`config.mk`:
```
export PLATFORM = sky130hd
export DESIGN_NAME = pwm_top
export DESIGN_NICKNAME = d
export VERILOG_FILES = /design/src/rtl/pwm_pkg.sv /design/src/rtl/pwm_sync.sv /design/src/rtl/pwm_prescaler.sv /design/src/rtl/pwm_top.sv
export SDC_FILE = /design/constraint.sdc
export NUM_CORES = 1
export LEC_CHECK = 0
export BUFFER_PORTS_ARGS = -buffer_cell sky130_fd_sc_hd__clkbuf_2
export CAP_MARGIN = 20
export CORE_MARGIN = 2
export CORE_UTILIZATION = 38
export CTS_BUF_LIST = sky130_fd_sc_hd__clkbuf_16
export DETAILED_ROUTE_END_ITERATION = 10
export GPL_TIMING_DRIVEN = 0
export PLACE_DENSITY = 0.65
export REMOVE_ABC_BUFFERS = 1
export SETUP_SLACK_MARGIN = 0.2
export SLEW_MARGIN = 25
export SYNTH_ARGS = -nofsm -noshare
export SYNTH_HDL_FRONTEND = slang
export SYNTH_HIERARCHICAL = 1
export SYNTH_SLANG_ARGS = --single-unit
```
`constraint.sdc`:
```
create_clock -name REF_CLK -period 5.6 [get_ports REF_CLK]
set_clock_uncertainty 0.2 [all_clocks]
set_input_delay 0.56 -clock REF_CLK [delete_from_list [all_inputs] [get_ports REF_CLK]]
set_output_delay 0.56 -clock REF_CLK [all_outputs]
set_load 0.05 [all_outputs]
```
`src/rtl/pwm_pkg.sv`:
```
// Shared constants and types for the ten-bit PWM generator
package pwm_pkg;

	// ----------------------------------------------------------------
	// Register byte offsets
	// ----------------------------------------------------------------
	localparam logic [7:0] OFS_CTRL = 8'h00;
	localparam logic [7:0] OFS_DUTY_HI = 8'h04;
	localparam logic [7:0] OFS_DUTY_LO = 8'h08;
	localparam logic [7:0] OFS_PERIOD = 8'h0c;
	localparam logic [7:0] OFS_TMR_CTRL = 8'h10;
	localparam logic [7:0] OFS_TMR_COUNT = 8'h14;
	localparam logic [7:0] OFS_FLAGS = 8'h18;
	localparam logic [7:0] OFS_PIN = 8'h1c;

	// ----------------------------------------------------------------
	// Field positions
	// ----------------------------------------------------------------
	localparam int CTRL_EN_BIT = 7;
	localparam int CTRL_OUT_BIT = 5;
	localparam int CTRL_POL_BIT = 4;
	localparam int DUTY_LO_MSB = 7;
	localparam int DUTY_LO_LSB = 6;
	localparam int TMR_RUN_BIT = 2;
	localparam int TMR_PRE_MSB = 1;
	localparam int FLAG_MATCH_BIT = 0;
	localparam int PIN_DIR_BIT = 0;

	// ----------------------------------------------------------------
	// Reset values
	// ----------------------------------------------------------------
	localparam logic [7:0] DUTY_RST = 8'h00;
	localparam logic [7:0] PERIOD_RST = 8'hff;
	localparam logic [7:0] TMR_RST = 8'h00;
	localparam logic PIN_DIR_RST = 1'b1;

	// ----------------------------------------------------------------
	// Timing: clocks per timer step is 4 times the prescale value
	// ----------------------------------------------------------------
	localparam int Q_CYCLES = 4;
	localparam logic [7:0] PRE1_LAST = 8'(Q_CYCLES * 1 - 1);
	localparam logic [7:0] PRE4_LAST = 8'(Q_CYCLES * 4 - 1);
	localparam logic [7:0] PRE16_LAST = 8'(Q_CYCLES * 16 - 1);
	localparam logic [7:0] PRE64_LAST = 8'(Q_CYCLES * 64 - 1);

	typedef enum logic [1:0] {
		PRE_1 = 2'b00,
		PRE_4 = 2'b01,
		PRE_16 = 2'b10,
		PRE_64 = 2'b11
	} prescale_t;

	typedef enum logic [1:0] {
		ST_IDLE = 2'b01,
		ST_ACTIVE = 2'b10
	} pwm_state_t;

	typedef struct packed {
		logic en;
		logic pol;
	} ctrl_t;

	typedef struct packed {
		logic run;
		prescale_t pre;
	} tmr_ctrl_t;

	typedef struct packed {
		logic valid;
		logic write;
		logic [7:0] addr;
	} ahb_req_t;

endpackage

```
`src/rtl/pwm_sync.sv`:
```
// Two-flop synchroniser for a level from outside the clock domain
`timescale 1ns/1ps
`default_nettype none
module pwm_sync (
	input wire logic clk,
	input wire logic rst_b,
	input wire logic d,
	output logic q
);
	logic meta_reg;

	always_ff @(posedge clk) begin
		if (!rst_b) begin
			meta_reg <= 1'b0;
			q <= 1'b0;
		end else begin
			meta_reg <= d;
			q <= meta_reg;
		end
	end
endmodule
`default_nettype wire

```
`src/rtl/pwm_prescaler.sv`:
```
// Timer prescaler: step tick and the two low time-base bits
`timescale 1ns/1ps
`default_nettype none
module pwm_prescaler
	import pwm_pkg::*;
(
	input wire logic clk,
	input wire logic rst_b,
	input wire logic run,
	input wire logic hold,
	input wire prescale_t sel,
	output logic tick,
	output logic [1:0] phase
);
	logic [7:0] cnt_reg;
	logic [7:0] last;

	always_comb begin
		case (sel)
			PRE_1: last = PRE1_LAST;
			PRE_4: last = PRE4_LAST;
			PRE_16: last = PRE16_LAST;
			default: last = PRE64_LAST;
		endcase
	end

	// Counts system clocks only, so the rate follows the clock
	always_ff @(posedge clk) begin
		if (!rst_b) begin
			cnt_reg <= 8'h00;
		end else if (!run) begin
			cnt_reg <= 8'h00;
		end else if (!hold) begin
			cnt_reg <= (cnt_reg >= last) ? 8'h00 : cnt_reg + 8'h01;
		end
	end

	assign tick = run && !hold && (cnt_reg >= last);

	// Clock phase at 1:1, upper prescaler bits otherwise
	always_comb begin
		case (sel)
			PRE_1: phase = cnt_reg[1:0];
			PRE_4: phase = cnt_reg[3:2];
			PRE_16: phase = cnt_reg[5:4];
			default: phase = cnt_reg[7:6];
		endcase
	end
endmodule
`default_nettype wire

```
`src/rtl/pwm_top.sv`:
```
// Ten-bit PWM generator with AHB-Lite register access
//
// Design decisions made here: the address map and the AHB-Lite register port.
`timescale 1ns/1ps
`default_nettype none
module pwm_top
	import pwm_pkg::*;
(
	input wire logic REF_CLK,
	input wire logic RST_B,
	input wire logic HSEL,
	input wire logic [31:0] HADDR,
	input wire logic [1:0] HTRANS,
	input wire logic HWRITE,
	input wire logic [2:0] HSIZE,
	input wire logic [31:0] HWDATA,
	input wire logic HREADY,
	output logic [31:0] HRDATA,
	output logic HREADYOUT,
	output logic HRESP,
	input wire logic SLEEP_REQ,
	output logic PWM_OUT,
	output logic PWM_OE_B
);
	// ----------------------------------------------------------------
	// Declarations
	// ----------------------------------------------------------------
	ahb_req_t req_reg;
	ctrl_t ctrl_reg;
	tmr_ctrl_t tmr_ctrl_reg;
	pwm_state_t state_reg;
	logic [7:0] duty_hi_reg;
	logic [1:0] duty_lo_reg;
	logic [7:0] period_reg;
	logic [7:0] tmr_reg;
	logic [9:0] duty_lat_reg;
	logic match_flag_reg;
	logic pin_dir_reg;
	logic accept;
	logic wr_en;
	logic [7:0] wdata;
	logic [31:0] rd_mux;
	logic asleep;
	logic tick;
	logic [1:0] phase;
	logic roll;
	logic [9:0] duty_buf;
	logic [9:0] timebase;
	logic pulse_on;

	// ----------------------------------------------------------------
	// AHB-Lite slave, zero wait states
	// ----------------------------------------------------------------
	// HSIZE is not checked: only whole-word transfers are expected.
	assign accept = HSEL && HREADY && HTRANS[1];
	assign wr_en = req_reg.valid && req_reg.write;
	assign wdata = HWDATA[7:0];

	always_ff @(posedge REF_CLK) begin
		if (!RST_B) begin
			req_reg <= '0;
		end else if (HREADY) begin
			req_reg.valid <= accept;
			req_reg.write <= HWRITE;
			req_reg.addr <= HADDR[7:0];
		end
	end

	always_comb begin
		rd_mux = 32'h0000_0000;
		case (HADDR[7:0])
			OFS_CTRL: begin
				rd_mux[CTRL_EN_BIT] = ctrl_reg.en;
				rd_mux[CTRL_OUT_BIT] = PWM_OUT;
				rd_mux[CTRL_POL_BIT] = ctrl_reg.pol;
			end
			OFS_DUTY_HI: rd_mux[7:0] = duty_hi_reg;
			OFS_DUTY_LO: rd_mux[DUTY_LO_MSB:DUTY_LO_LSB] = duty_lo_reg;
			OFS_PERIOD: rd_mux[7:0] = period_reg;
			OFS_TMR_CTRL: rd_mux[TMR_RUN_BIT:0] = tmr_ctrl_reg;
			OFS_TMR_COUNT: rd_mux[7:0] = tmr_reg;
			OFS_FLAGS: rd_mux[FLAG_MATCH_BIT] = match_flag_reg;
			OFS_PIN: rd_mux[PIN_DIR_BIT] = pin_dir_reg;
			default: rd_mux = 32'h0000_0000;
		endcase
	end

	// Read data is sampled in the address phase; writes land at the end
	// of their data phase, so single transfers never see stale values.
	always_ff @(posedge REF_CLK) begin
		if (!RST_B) begin
			HRDATA <= 32'h0000_0000;
			HREADYOUT <= 1'b1;
			HRESP <= 1'b0;
		end else begin
			HREADYOUT <= 1'b1;
			HRESP <= 1'b0;
			if (accept && !HWRITE) begin
				HRDATA <= rd_mux;
			end
		end
	end

	// ----------------------------------------------------------------
	// Software registers
	// ----------------------------------------------------------------
	always_ff @(posedge REF_CLK) begin
		if (!RST_B) begin
			ctrl_reg <= '0;
			tmr_ctrl_reg <= '{run: 1'b0, pre: PRE_1};
			pin_dir_reg <= PIN_DIR_RST;
		end else if (wr_en) begin
			case (req_reg.addr)
				OFS_CTRL: begin
					ctrl_reg.en <= wdata[CTRL_EN_BIT];
					ctrl_reg.pol <= wdata[CTRL_POL_BIT];
				end
				OFS_TMR_CTRL: begin
					tmr_ctrl_reg.run <= wdata[TMR_RUN_BIT];
					tmr_ctrl_reg.pre <= prescale_t'(wdata[TMR_PRE_MSB:0]);
				end
				OFS_PIN: pin_dir_reg <= wdata[PIN_DIR_BIT];
				default: ;
			endcase
		end
	end

	// Duty and period buffers may be written at any time
	always_ff @(posedge REF_CLK) begin
		if (!RST_B) begin
			duty_hi_reg <= DUTY_RST;
			duty_lo_reg <= 2'b00;
			period_reg <= PERIOD_RST;
		end else if (wr_en) begin
			case (req_reg.addr)
				OFS_DUTY_HI: duty_hi_reg <= wdata;
				OFS_DUTY_LO: duty_lo_reg <= wdata[DUTY_LO_MSB:DUTY_LO_LSB];
				OFS_PERIOD: period_reg <= wdata;
				default: ;
			endcase
		end
	end

	// Match flag: write one to clear; a new match in the same cycle wins
	always_ff @(posedge REF_CLK) begin
		if (!RST_B) begin
			match_flag_reg <= 1'b0;
		end else if (roll) begin
			match_flag_reg <= 1'b1;
		end else if (wr_en && req_reg.addr == OFS_FLAGS &&
				wdata[FLAG_MATCH_BIT]) begin
			match_flag_reg <= 1'b0;
		end
	end

	// ----------------------------------------------------------------
	// Sleep and timer
	// ----------------------------------------------------------------
	pwm_sync u_sleep_sync (
		.clk(REF_CLK),
		.rst_b(RST_B),
		.d(SLEEP_REQ),
		.q(asleep)
	);

	// Prescaler holds its count in sleep, so the timer resumes
	pwm_prescaler u_prescaler (
		.clk(REF_CLK),
		.rst_b(RST_B),
		.run(tmr_ctrl_reg.run),
		.hold(asleep),
		.sel(tmr_ctrl_reg.pre),
		.tick(tick),
		.phase(phase)
	);

	assign roll = tick && (tmr_reg == period_reg);

	// One step per 4 x prescale clocks, period_reg + 1 steps
	always_ff @(posedge REF_CLK) begin
		if (!RST_B) begin
			tmr_reg <= TMR_RST;
		end else if (roll) begin
			tmr_reg <= TMR_RST;
		end else if (tick) begin
			tmr_reg <= tmr_reg + 8'h01;
		end
	end

	// ----------------------------------------------------------------
	// Duty latch and output
	// ----------------------------------------------------------------
	assign duty_buf = {duty_hi_reg, duty_lo_reg};
	// Full ten bits only at period 255; shorter periods cut it
	assign timebase = {tmr_reg, phase};
	assign pulse_on = state_reg == ST_ACTIVE && timebase != duty_lat_reg;

	always_ff @(posedge REF_CLK) begin
		if (!RST_B) begin
			duty_lat_reg <= 10'h000;
		end else if (roll) begin
			duty_lat_reg <= duty_buf;
		end
	end

	always_ff @(posedge REF_CLK) begin
		if (!RST_B) begin
			state_reg <= ST_IDLE;
		end else if (!ctrl_reg.en) begin
			state_reg <= ST_IDLE;
		end else if (!asleep) begin
			if (roll) begin
				// Zero duty never sets the output
				state_reg <= (duty_buf != 10'h000) ? ST_ACTIVE : ST_IDLE;
			end else begin
				case (state_reg)
					// A duty beyond the period never matches
					ST_ACTIVE: begin
						if (timebase == duty_lat_reg) begin
							state_reg <= ST_IDLE;
						end
					end
					default: state_reg <= ST_IDLE;
				endcase
			end
		end
	end

	// Idle level equals polarity; PWM_OUT frozen while asleep, PWM_OE_B still follows pin_dir_reg
	always_ff @(posedge REF_CLK) begin
		if (!RST_B) begin
			PWM_OUT <= 1'b0;
			PWM_OE_B <= 1'b1;
		end else begin
			PWM_OE_B <= pin_dir_reg;
			if (!asleep) begin
				PWM_OUT <= ctrl_reg.pol ^ pulse_on;
			end
		end
	end

	// ----------------------------------------------------------------
	// Assertions
	// ----------------------------------------------------------------
	property p_idle_when_off;
		@(posedge REF_CLK) disable iff (!RST_B)
		(!ctrl_reg.en && !asleep) ##1 !asleep
			|=> PWM_OUT == $past(ctrl_reg.pol);
	endproperty
	a_idle_when_off: assert property (p_idle_when_off)
		else $error("output not idle while disabled");

	property p_roll_clears;
		@(posedge REF_CLK) disable iff (!RST_B)
		(tick && tmr_reg == period_reg) |=> tmr_reg == 8'h00;
	endproperty
	a_roll_clears: assert property (p_roll_clears)
		else $error("timer not cleared at period match");

	property p_timer_steps;
		@(posedge REF_CLK) disable iff (!RST_B)
		(tick && tmr_reg != period_reg) |=> tmr_reg == $past(tmr_reg) + 8'h01;
	endproperty
	a_timer_steps: assert property (p_timer_steps)
		else $error("timer did not advance by one");

	property p_start_active;
		@(posedge REF_CLK) disable iff (!RST_B)
		(roll && ctrl_reg.en && duty_buf != 10'h000) |=> state_reg == ST_ACTIVE;
	endproperty
	a_start_active: assert property (p_start_active)
		else $error("period did not start active");

	property p_zero_duty;
		@(posedge REF_CLK) disable iff (!RST_B)
		(roll && duty_buf == 10'h000) |=> state_reg == ST_IDLE ##2
			PWM_OUT == $past(ctrl_reg.pol) || $past(asleep);
	endproperty
	a_zero_duty: assert property (p_zero_duty)
		else $error("zero duty set the output");

	property p_latch_at_roll;
		@(posedge REF_CLK) disable iff (!RST_B)
		!$stable(duty_lat_reg) |-> $past(roll);
	endproperty
	a_latch_at_roll: assert property (p_latch_at_roll)
		else $error("duty latch changed outside rollover");

	property p_end_pulse;
		@(posedge REF_CLK) disable iff (!RST_B)
		(state_reg == ST_ACTIVE && !roll && !asleep &&
			timebase == duty_lat_reg) |=> state_reg == ST_IDLE;
	endproperty
	a_end_pulse: assert property (p_end_pulse)
		else $error("pulse did not end at duty match");

	property p_sleep_freeze;
		@(posedge REF_CLK) disable iff (!RST_B)
		asleep |=> $stable(tmr_reg) && $stable(PWM_OUT);
	endproperty
	a_sleep_freeze: assert property (p_sleep_freeze)
		else $error("timer or output moved in sleep");

	property p_reset_state;
		@(posedge REF_CLK)
		!RST_B |=> PWM_OE_B && !ctrl_reg.en && state_reg == ST_IDLE &&
			period_reg == PERIOD_RST;
	endproperty
	a_reset_state: assert property (p_reset_state)
		else $error("reset did not restore registers");

	property p_readback;
		@(posedge REF_CLK) disable iff (!RST_B)
		(accept && !HWRITE && HADDR[7:0] == OFS_CTRL)
			|=> HRDATA[CTRL_OUT_BIT] == $past(PWM_OUT);
	endproperty
	a_readback: assert property (p_readback)
		else $error("output level readback wrong");

endmodule
`default_nettype wire

```
==> results of run 1 <==
-- cell usage after synthesis (all sizes together) (6+ instances only) --
library cell  number  share of area, %
clkbuf            13               1.2
ha                 6               1.9
nor2              27               2.6
o21ai             15               1.9
nor2b             40               6.4
xor2              23               5.2
nand2             34               3.3
mux2i             49                13
dfxtp             75                38
buf               35               6.4
xnor2             10               2.2
-- worst max-delay path, delay by kind of cell (launching register included) --
kind,cells,cell delay (ns)
AOI/OAI and AO/OA,2,0.46
adders and majority gates,1,0.31
DFF,1,0.51
and+or+nand+nor,6,1.61
-- cell families after synthesis --
kind of cell / Yosys count / share of synthesized area (%)
muxes: 53 / 15.0
DFF: 75 / 38.4
buffers and inverters: 52 / 8.07
other: 2 / 0.192
and+or+nand+nor: 146 / 21.2
xor gates and xnor gates: 33 / 7.40
adders and majority gates: 6 / 1.92
AOI/OAI and AO/OA: 44 / 7.82
-- per-layer routing --
metal	vias up	wire length, µm
li1	1397	-
met1	1313	3810
met2	65	3880
met3	13	305
met4	0	173
met5	-	0
-- final cells by class --
cell class	instances	area, µm²
clock inverters	7	45.0
clock buffers	9	225
multi-input cells	308	2180
flip-flops and latches	75	1500
inverters	4	15.0
repair buffers	32	160
fillers	1002	5840
well taps	136	170
-- stage by stage --
step | total power [mW] | utilization (%) | instances | hold slack, ns | cell area [µm²]
after floorplan | 0.618 | - | 387 | 0.206 | 3690
after global placement | 0.646 | 39.7 | 555 | 0.212 | 4030
after detailed placement | 0.647 | 39.7 | 555 | 0.216 | 4030
after CTS | 1.17 | 42.4 | 571 | 0.224 | 4300
after global routing | 1.20 | 42.4 | 571 | 0.238 | 4300
final | 1.15 | 42.4 | 571 | 0.228 | 4300
-- power by group through the flow --
| stage | Clock, mW | Sequential (mW) | Combinational (mW) |
|---|---|---|---|
| 2_1_floorplan | 0 | 0.555 | 0.0627 |
| 6_report | 0.517 | 0.544 | 0.0916 |
| 3_3_place_gp | 0 | 0.555 | 0.0908 |
| 3_5_place_dp | 0 | 0.556 | 0.0917 |
| 4_1_cts | 0.530 | 0.544 | 0.0921 |
| 5_1_grt | 0.557 | 0.544 | 0.0986 |
-- path summary, 6_finish.rpt --
check	endpoint	start
max	tmr_reg[7]$_SDFFE_PP0P_	tmr_ctrl_reg[1]$_SDFFE_PN0P_
min	u_sleep_sync/q$_SDFF_PN0_	u_sleep_sync/meta_reg$_SDFF_PN0_
max reg2reg	tmr_reg[7]$_SDFFE_PP0P_	tmr_ctrl_reg[1]$_SDFFE_PN0P_
min reg2reg	u_sleep_sync/q$_SDFF_PN0_	u_sleep_sync/meta_reg$_SDFF_PN0_
==> flow_summary_export.csv, run 1 <==
group,metric,value,unit
run_status,outcome,"finished, final reports clean",
worst_setup_path,cp_data_arrival_time,3.24,ns
power_and_ir_drop,pwr_density_cell,268,nW/µm²
power_and_ir_drop,total_leakage_power,1.84,nW
timing,tns,0,ns
clock_network,htreeDepth,3,
place,post-place-ws,2.37,ns
finish,layout-drive-gt1-share,13.3,%
global_routing,antenna_found_initial,0,
routing,wl,8170,µm
clock_network,post_cts_resized,0,
synthesis,synth_edf_count,0,
power_and_ir_drop,pwr-share-seq,47.2,%
global_routing,met3_usage,3.40,%
worst_setup_path,crit_required,5.61,ns
worst_setup_path,cpPeakStageDelay,0.51,ns
global_routing,grt_pass1_vias,2738,
floorplan,ioPinCount,111,
finish,area_growth_syn_to_layout,10.0,%
place,portBuffers,32,
synthesis,synth.distinct_cells,50,
worst_setup_path,path_cells,"nand2_1, ha_1, nand3b_1, o32a_1, o21ai_0, and2_1, nand4_2, nand2_1, nor2_1",
clock_network,cts_tree,"done",
timing,fmax,309,MHz
clock_network,cts_hold_buf,0,
global_routing,grt_max_degree,60,
worst_setup_path,cp_max_fo,13,
synthesis,syn-instance-count,411,
clock_network,post-cts-setup-buffers,0,
routing,postRouteAntennaNets,0,
finish,antenna_cells,0,
clock_network,clock_latency,0.33,ns
synthesis,ys_seq_elements,75,
global_routing,grt_pass1_wl,13700,µm
floorplan,rows,37,
global_routing,grtUsageMet1,20.1,%
floorplan,start_util,38.5,%
power_and_ir_drop,clkPwrFrac,44.9,%
worst_setup_path,cp-end-kind,"flop",
finish,layout_commonest_cell,"dfxtp_1",
clock_network,cts.path.max_buffers,2,
synthesis,synth-warning-count,6,
worst_setup_path,rr_worst_depth,9,
floorplan,die_area,11100,µm²
timing,finalCriticalPeriod,3.23,ns
routing,drt_pre_antenna_iters,4,
synthesis,async_reset_ff_share,0,%
worst_hold_path,min_path_cells,1,
timing,hold_violations,0,
routing,route.detailed.drc,0,
timing,setup_ws,2.37,ns
timing,relSlewSlack,39.6,%
synthesis,synthesis.area,3900,µm²
synthesis,seq_area_frac_synth,38.4,%
synthesis,synth_flop_cell,"dfxtp_1",
power_and_ir_drop,peakVddDrop,116,µV
power_and_ir_drop,swShare,25.4,%
synthesis,avgSynthCellArea,9.50,µm²
timing,setup_viol,0,
worst_setup_path,startpoint_type,"flop",
place,dp_hpwl,5860,µm
worst_setup_path,worstSetupPathType,"reg -> reg",
power_and_ir_drop,combPwrFrac,7.9,%
global_routing,grt_overflow_total,0,
clock_network,cts_sinks,75,
finish,nNetsFinal,511,
timing,period_share,57.7,%
clock_network,path_clk_slew,0.06,ns
routing,wl_per_cell,14.3,µm
floorplan,core_area,10100,µm²
timing,tightestPinTransition,0.906,ns
routing,drt_iter0_drc,135,
timing,rsz0062_at_grt,"false",
finish,layout_common_cells,"dfxtp_1, mux2i_1, nor2b_1, nand2_1, clkbuf_2",
worst_setup_path,crit_top_cell,"nand2_1",
clock_network,cts-root-buf,"clkbuf_16",
routing,viasPerCell,4.88,
floorplan,die_w,105,µm
flow_run,max-cap-violations,0,
power_and_ir_drop,p_int,0.860,mW
global_routing,grtUsageTotal,15.7,%
worst_setup_path,crit_path_top_delay_cell,"dfxtp_1",
place,place_congestion,0.817,
floorplan,chipHeight,105,µm
timing,slew_violations,0,
routing,route.vias.total,2788,
clock_network,cts_made_buffers,9,
worst_setup_path,rrSetupSlack,2.37,ns
global_routing,grtUsageMet2,25.7,%
global_routing,grt_busiest_layer,"met2",
worst_hold_path,hp-class,"reg -> reg",
power_and_ir_drop,p_switching,0.293,mW
Note: power is estimated with default switching activity, not from simulation.
==> run 2, diff against run 1 <==
==> constraint.sdc (replaced) <==
create_clock -name REF_CLK -period 3.06 [get_ports REF_CLK]
set_clock_uncertainty 0.2 [all_clocks]
set_input_delay 0.306 -clock REF_CLK [delete_from_list [all_inputs] [get_ports REF_CLK]]
set_output_delay 0.306 -clock REF_CLK [all_outputs]
set_load 0.05 [all_outputs]
==> run 2 against run 1 <==
Via count increased by 0.65%. Highest routed layer unchanged. Critical path type unchanged. Register-to-register slack worse by 2.0 ns. Total power rose by 83%. Largest power group unchanged.
==> flow_summary_export.csv, run 2 (synthesized netlist as in run 1, its figures left out) <==
group,metric,value,unit
clock_network,cts_sinks,75,
worst_hold_path,hp-class,"in -> reg",
global_routing,grt_max_degree,60,
timing,setup_viol,0,
routing,route.detailed.drc,0,
timing,setup_ws,0.388,ns
finish,design_area,4350,µm²
floorplan,start_util,38.5,%
power_and_ir_drop,total_leakage_power,1.87,nW
place,place_congestion,0.817,
worst_setup_path,crit_required,3.07,ns
floorplan,ioPinCount,111,
finish,final_cells,576,
timing,whs,0.0156,ns
finish,layout_common_cells,"dfxtp_1, mux2i_1, nor2b_1, nand2_1, clkbuf_2",
global_routing,grt_overflow_total,0,
routing,route.vias.total,2806,
finish,nNetsFinal,516,
timing,hold_violations,0,
finish,nFillCells,995,
finish,layout_commonest_cell,"dfxtp_1",
worst_setup_path,cpPeakStageDelay,0.43,ns
finish,seqCellArea,1500,µm²
routing,postRouteAntennaNets,0,
routing,drt_pre_antenna_iters,4,
global_routing,grtUsageTotal,15.8,%
timing,finalCriticalPeriod,2.67,ns
power_and_ir_drop,pwr_density_cell,485,nW/µm²
worst_setup_path,crit_buf_inv,0,
finish,antenna_cells,0,
routing,viasPerCell,4.87,
place,placed_area,4030,µm²
floorplan,chipHeight,105,µm
floorplan,rows,37,
worst_setup_path,cp_max_fo,9,
timing,tns,0,ns
global_routing,grtUsageMet2,26.0,%
clock_network,htreeDepth,3,
clock_network,cts_tree,"done",
routing,wl,8250,µm
flow_run,max-cap-violations,0,
worst_setup_path,crit_path_top_delay_cell,"dfxtp_2",
routing,wl_per_cell,14.3,µm
floorplan,die_w,105,µm
finish,multi_input_area,2190,µm²
routing,drt_iter0_drc,161,
global_routing,grt_busiest_layer,"met2",
timing,slew_violations,0,
place,dp_cells,555,
finish,fin_util,42.9,%
worst_setup_path,cp_data_arrival_time,2.69,ns
timing,fmax,374,MHz
clock_network,clock_latency,0.33,ns
place,dp_hpwl,5860,µm
clock_network,path_clk_slew,0.06,ns
timing,rsz0062_at_grt,"false",
power_and_ir_drop,peakVddDrop,212,µV
global_routing,antenna_found_initial,0,
floorplan,core_area,10100,µm²
floorplan,die_area,11100,µm²
clock_network,cts_made_buffers,9,
global_routing,grtUsageMet1,20.3,%
run_status,outcome,"finished, final reports clean",
place,post-place-ws,-0.173,ns
worst_setup_path,worstSetupPathType,"reg -> reg",
clock_network,cts-root-buf,"clkbuf_16",
worst_setup_path,cp-end-kind,"flop",
worst_setup_path,path_cells,"nand2_1, ha_1, nand3b_1, o32a_1, o21ai_0, and2_4, nand4_1, nor2_1, and3_1, xnor2_1, nor2_1",
global_routing,grt_pass1_vias,2759,
clock_network,cts.path.max_buffers,2,
timing,relSlewSlack,37.7,%
worst_setup_path,crit_top_cell,"nor2_1",
place,portBuffers,32,
finish,layout-drive-gt1-share,15.0,%
power_and_ir_drop,finalPower,2.11,mW
global_routing,grt_pass1_wl,13800,µm
global_routing,met3_usage,3.40,%
timing,tightestPinTransition,0.934,ns
finish,area_growth_syn_to_layout,11.4,%
worst_setup_path,critical-path-top-delay-family,"simple AND/OR/NAND/NOR gates",
timing,period_share,87.3,%
worst_setup_path,startpoint_type,"flop",
==> run 2: report_power, final <==
group          internal, mW  switching, mW
sequential            0.986        0.00953
combinational        0.0434          0.126
clock                 0.545          0.402
total                  1.57          0.538
==> run 2: metal layers <==
metal,wire [µm],up-vias
met5,0,-
met4,155,0
met3,274,11
met2,3980,60
met1,3840,1328
li1,-,1407
==> run 2: final cells by class <==
type / instances / share of cell area [%]
clock buffers: 9 / 5.18
clock inverters: 7 / 1.04
inverters: 4 / 0.345
multi-input cells: 308 / 50.4
flip-flops and latches: 75 / 34.6
well taps: 136 / 3.91
repair buffers: 37 / 4.60
==> run 2: repair_timing <==
action | in CTS | in global routing
pin swaps | 1 | 0
resized for setup | 3 | 3
setup buffers | 4 | 0
hold endpoints to repair | 1 | 0
hold buffers | 1 | 0
gates cloned | 0 | 0
endpoints found under the setup margin | 21 | 12
==> run 2: final timing paths <==
kind	startpoint	endpoint	slack (ns)	cells after the start
worst min register to register	u_sleep_sync/meta_reg$_SDFF_PN0_	u_sleep_sync/q$_SDFF_PN0_	0.23	1
worst max register to register	tmr_ctrl_reg[1]$_SDFFE_PN0P_	tmr_reg[7]$_SDFFE_PP0P_	0.39	11
worst max-delay path	tmr_ctrl_reg[1]$_SDFFE_PN0P_	tmr_reg[7]$_SDFFE_PP0P_	0.39	11
worst min-delay path	HWDATA[5]	period_reg[5]$_SDFFE_PN1P_	0.02	3
==> run 2: worst min-delay path: cells and delay by family <==
| kind | cells | cell delay [ns] |
|---|---|---|
| AND/OR/NAND/NOR | 1 | 0.06 |
| multiplexers | 1 | 0.06 |
| buffers and inverters | 1 | 0.09 |
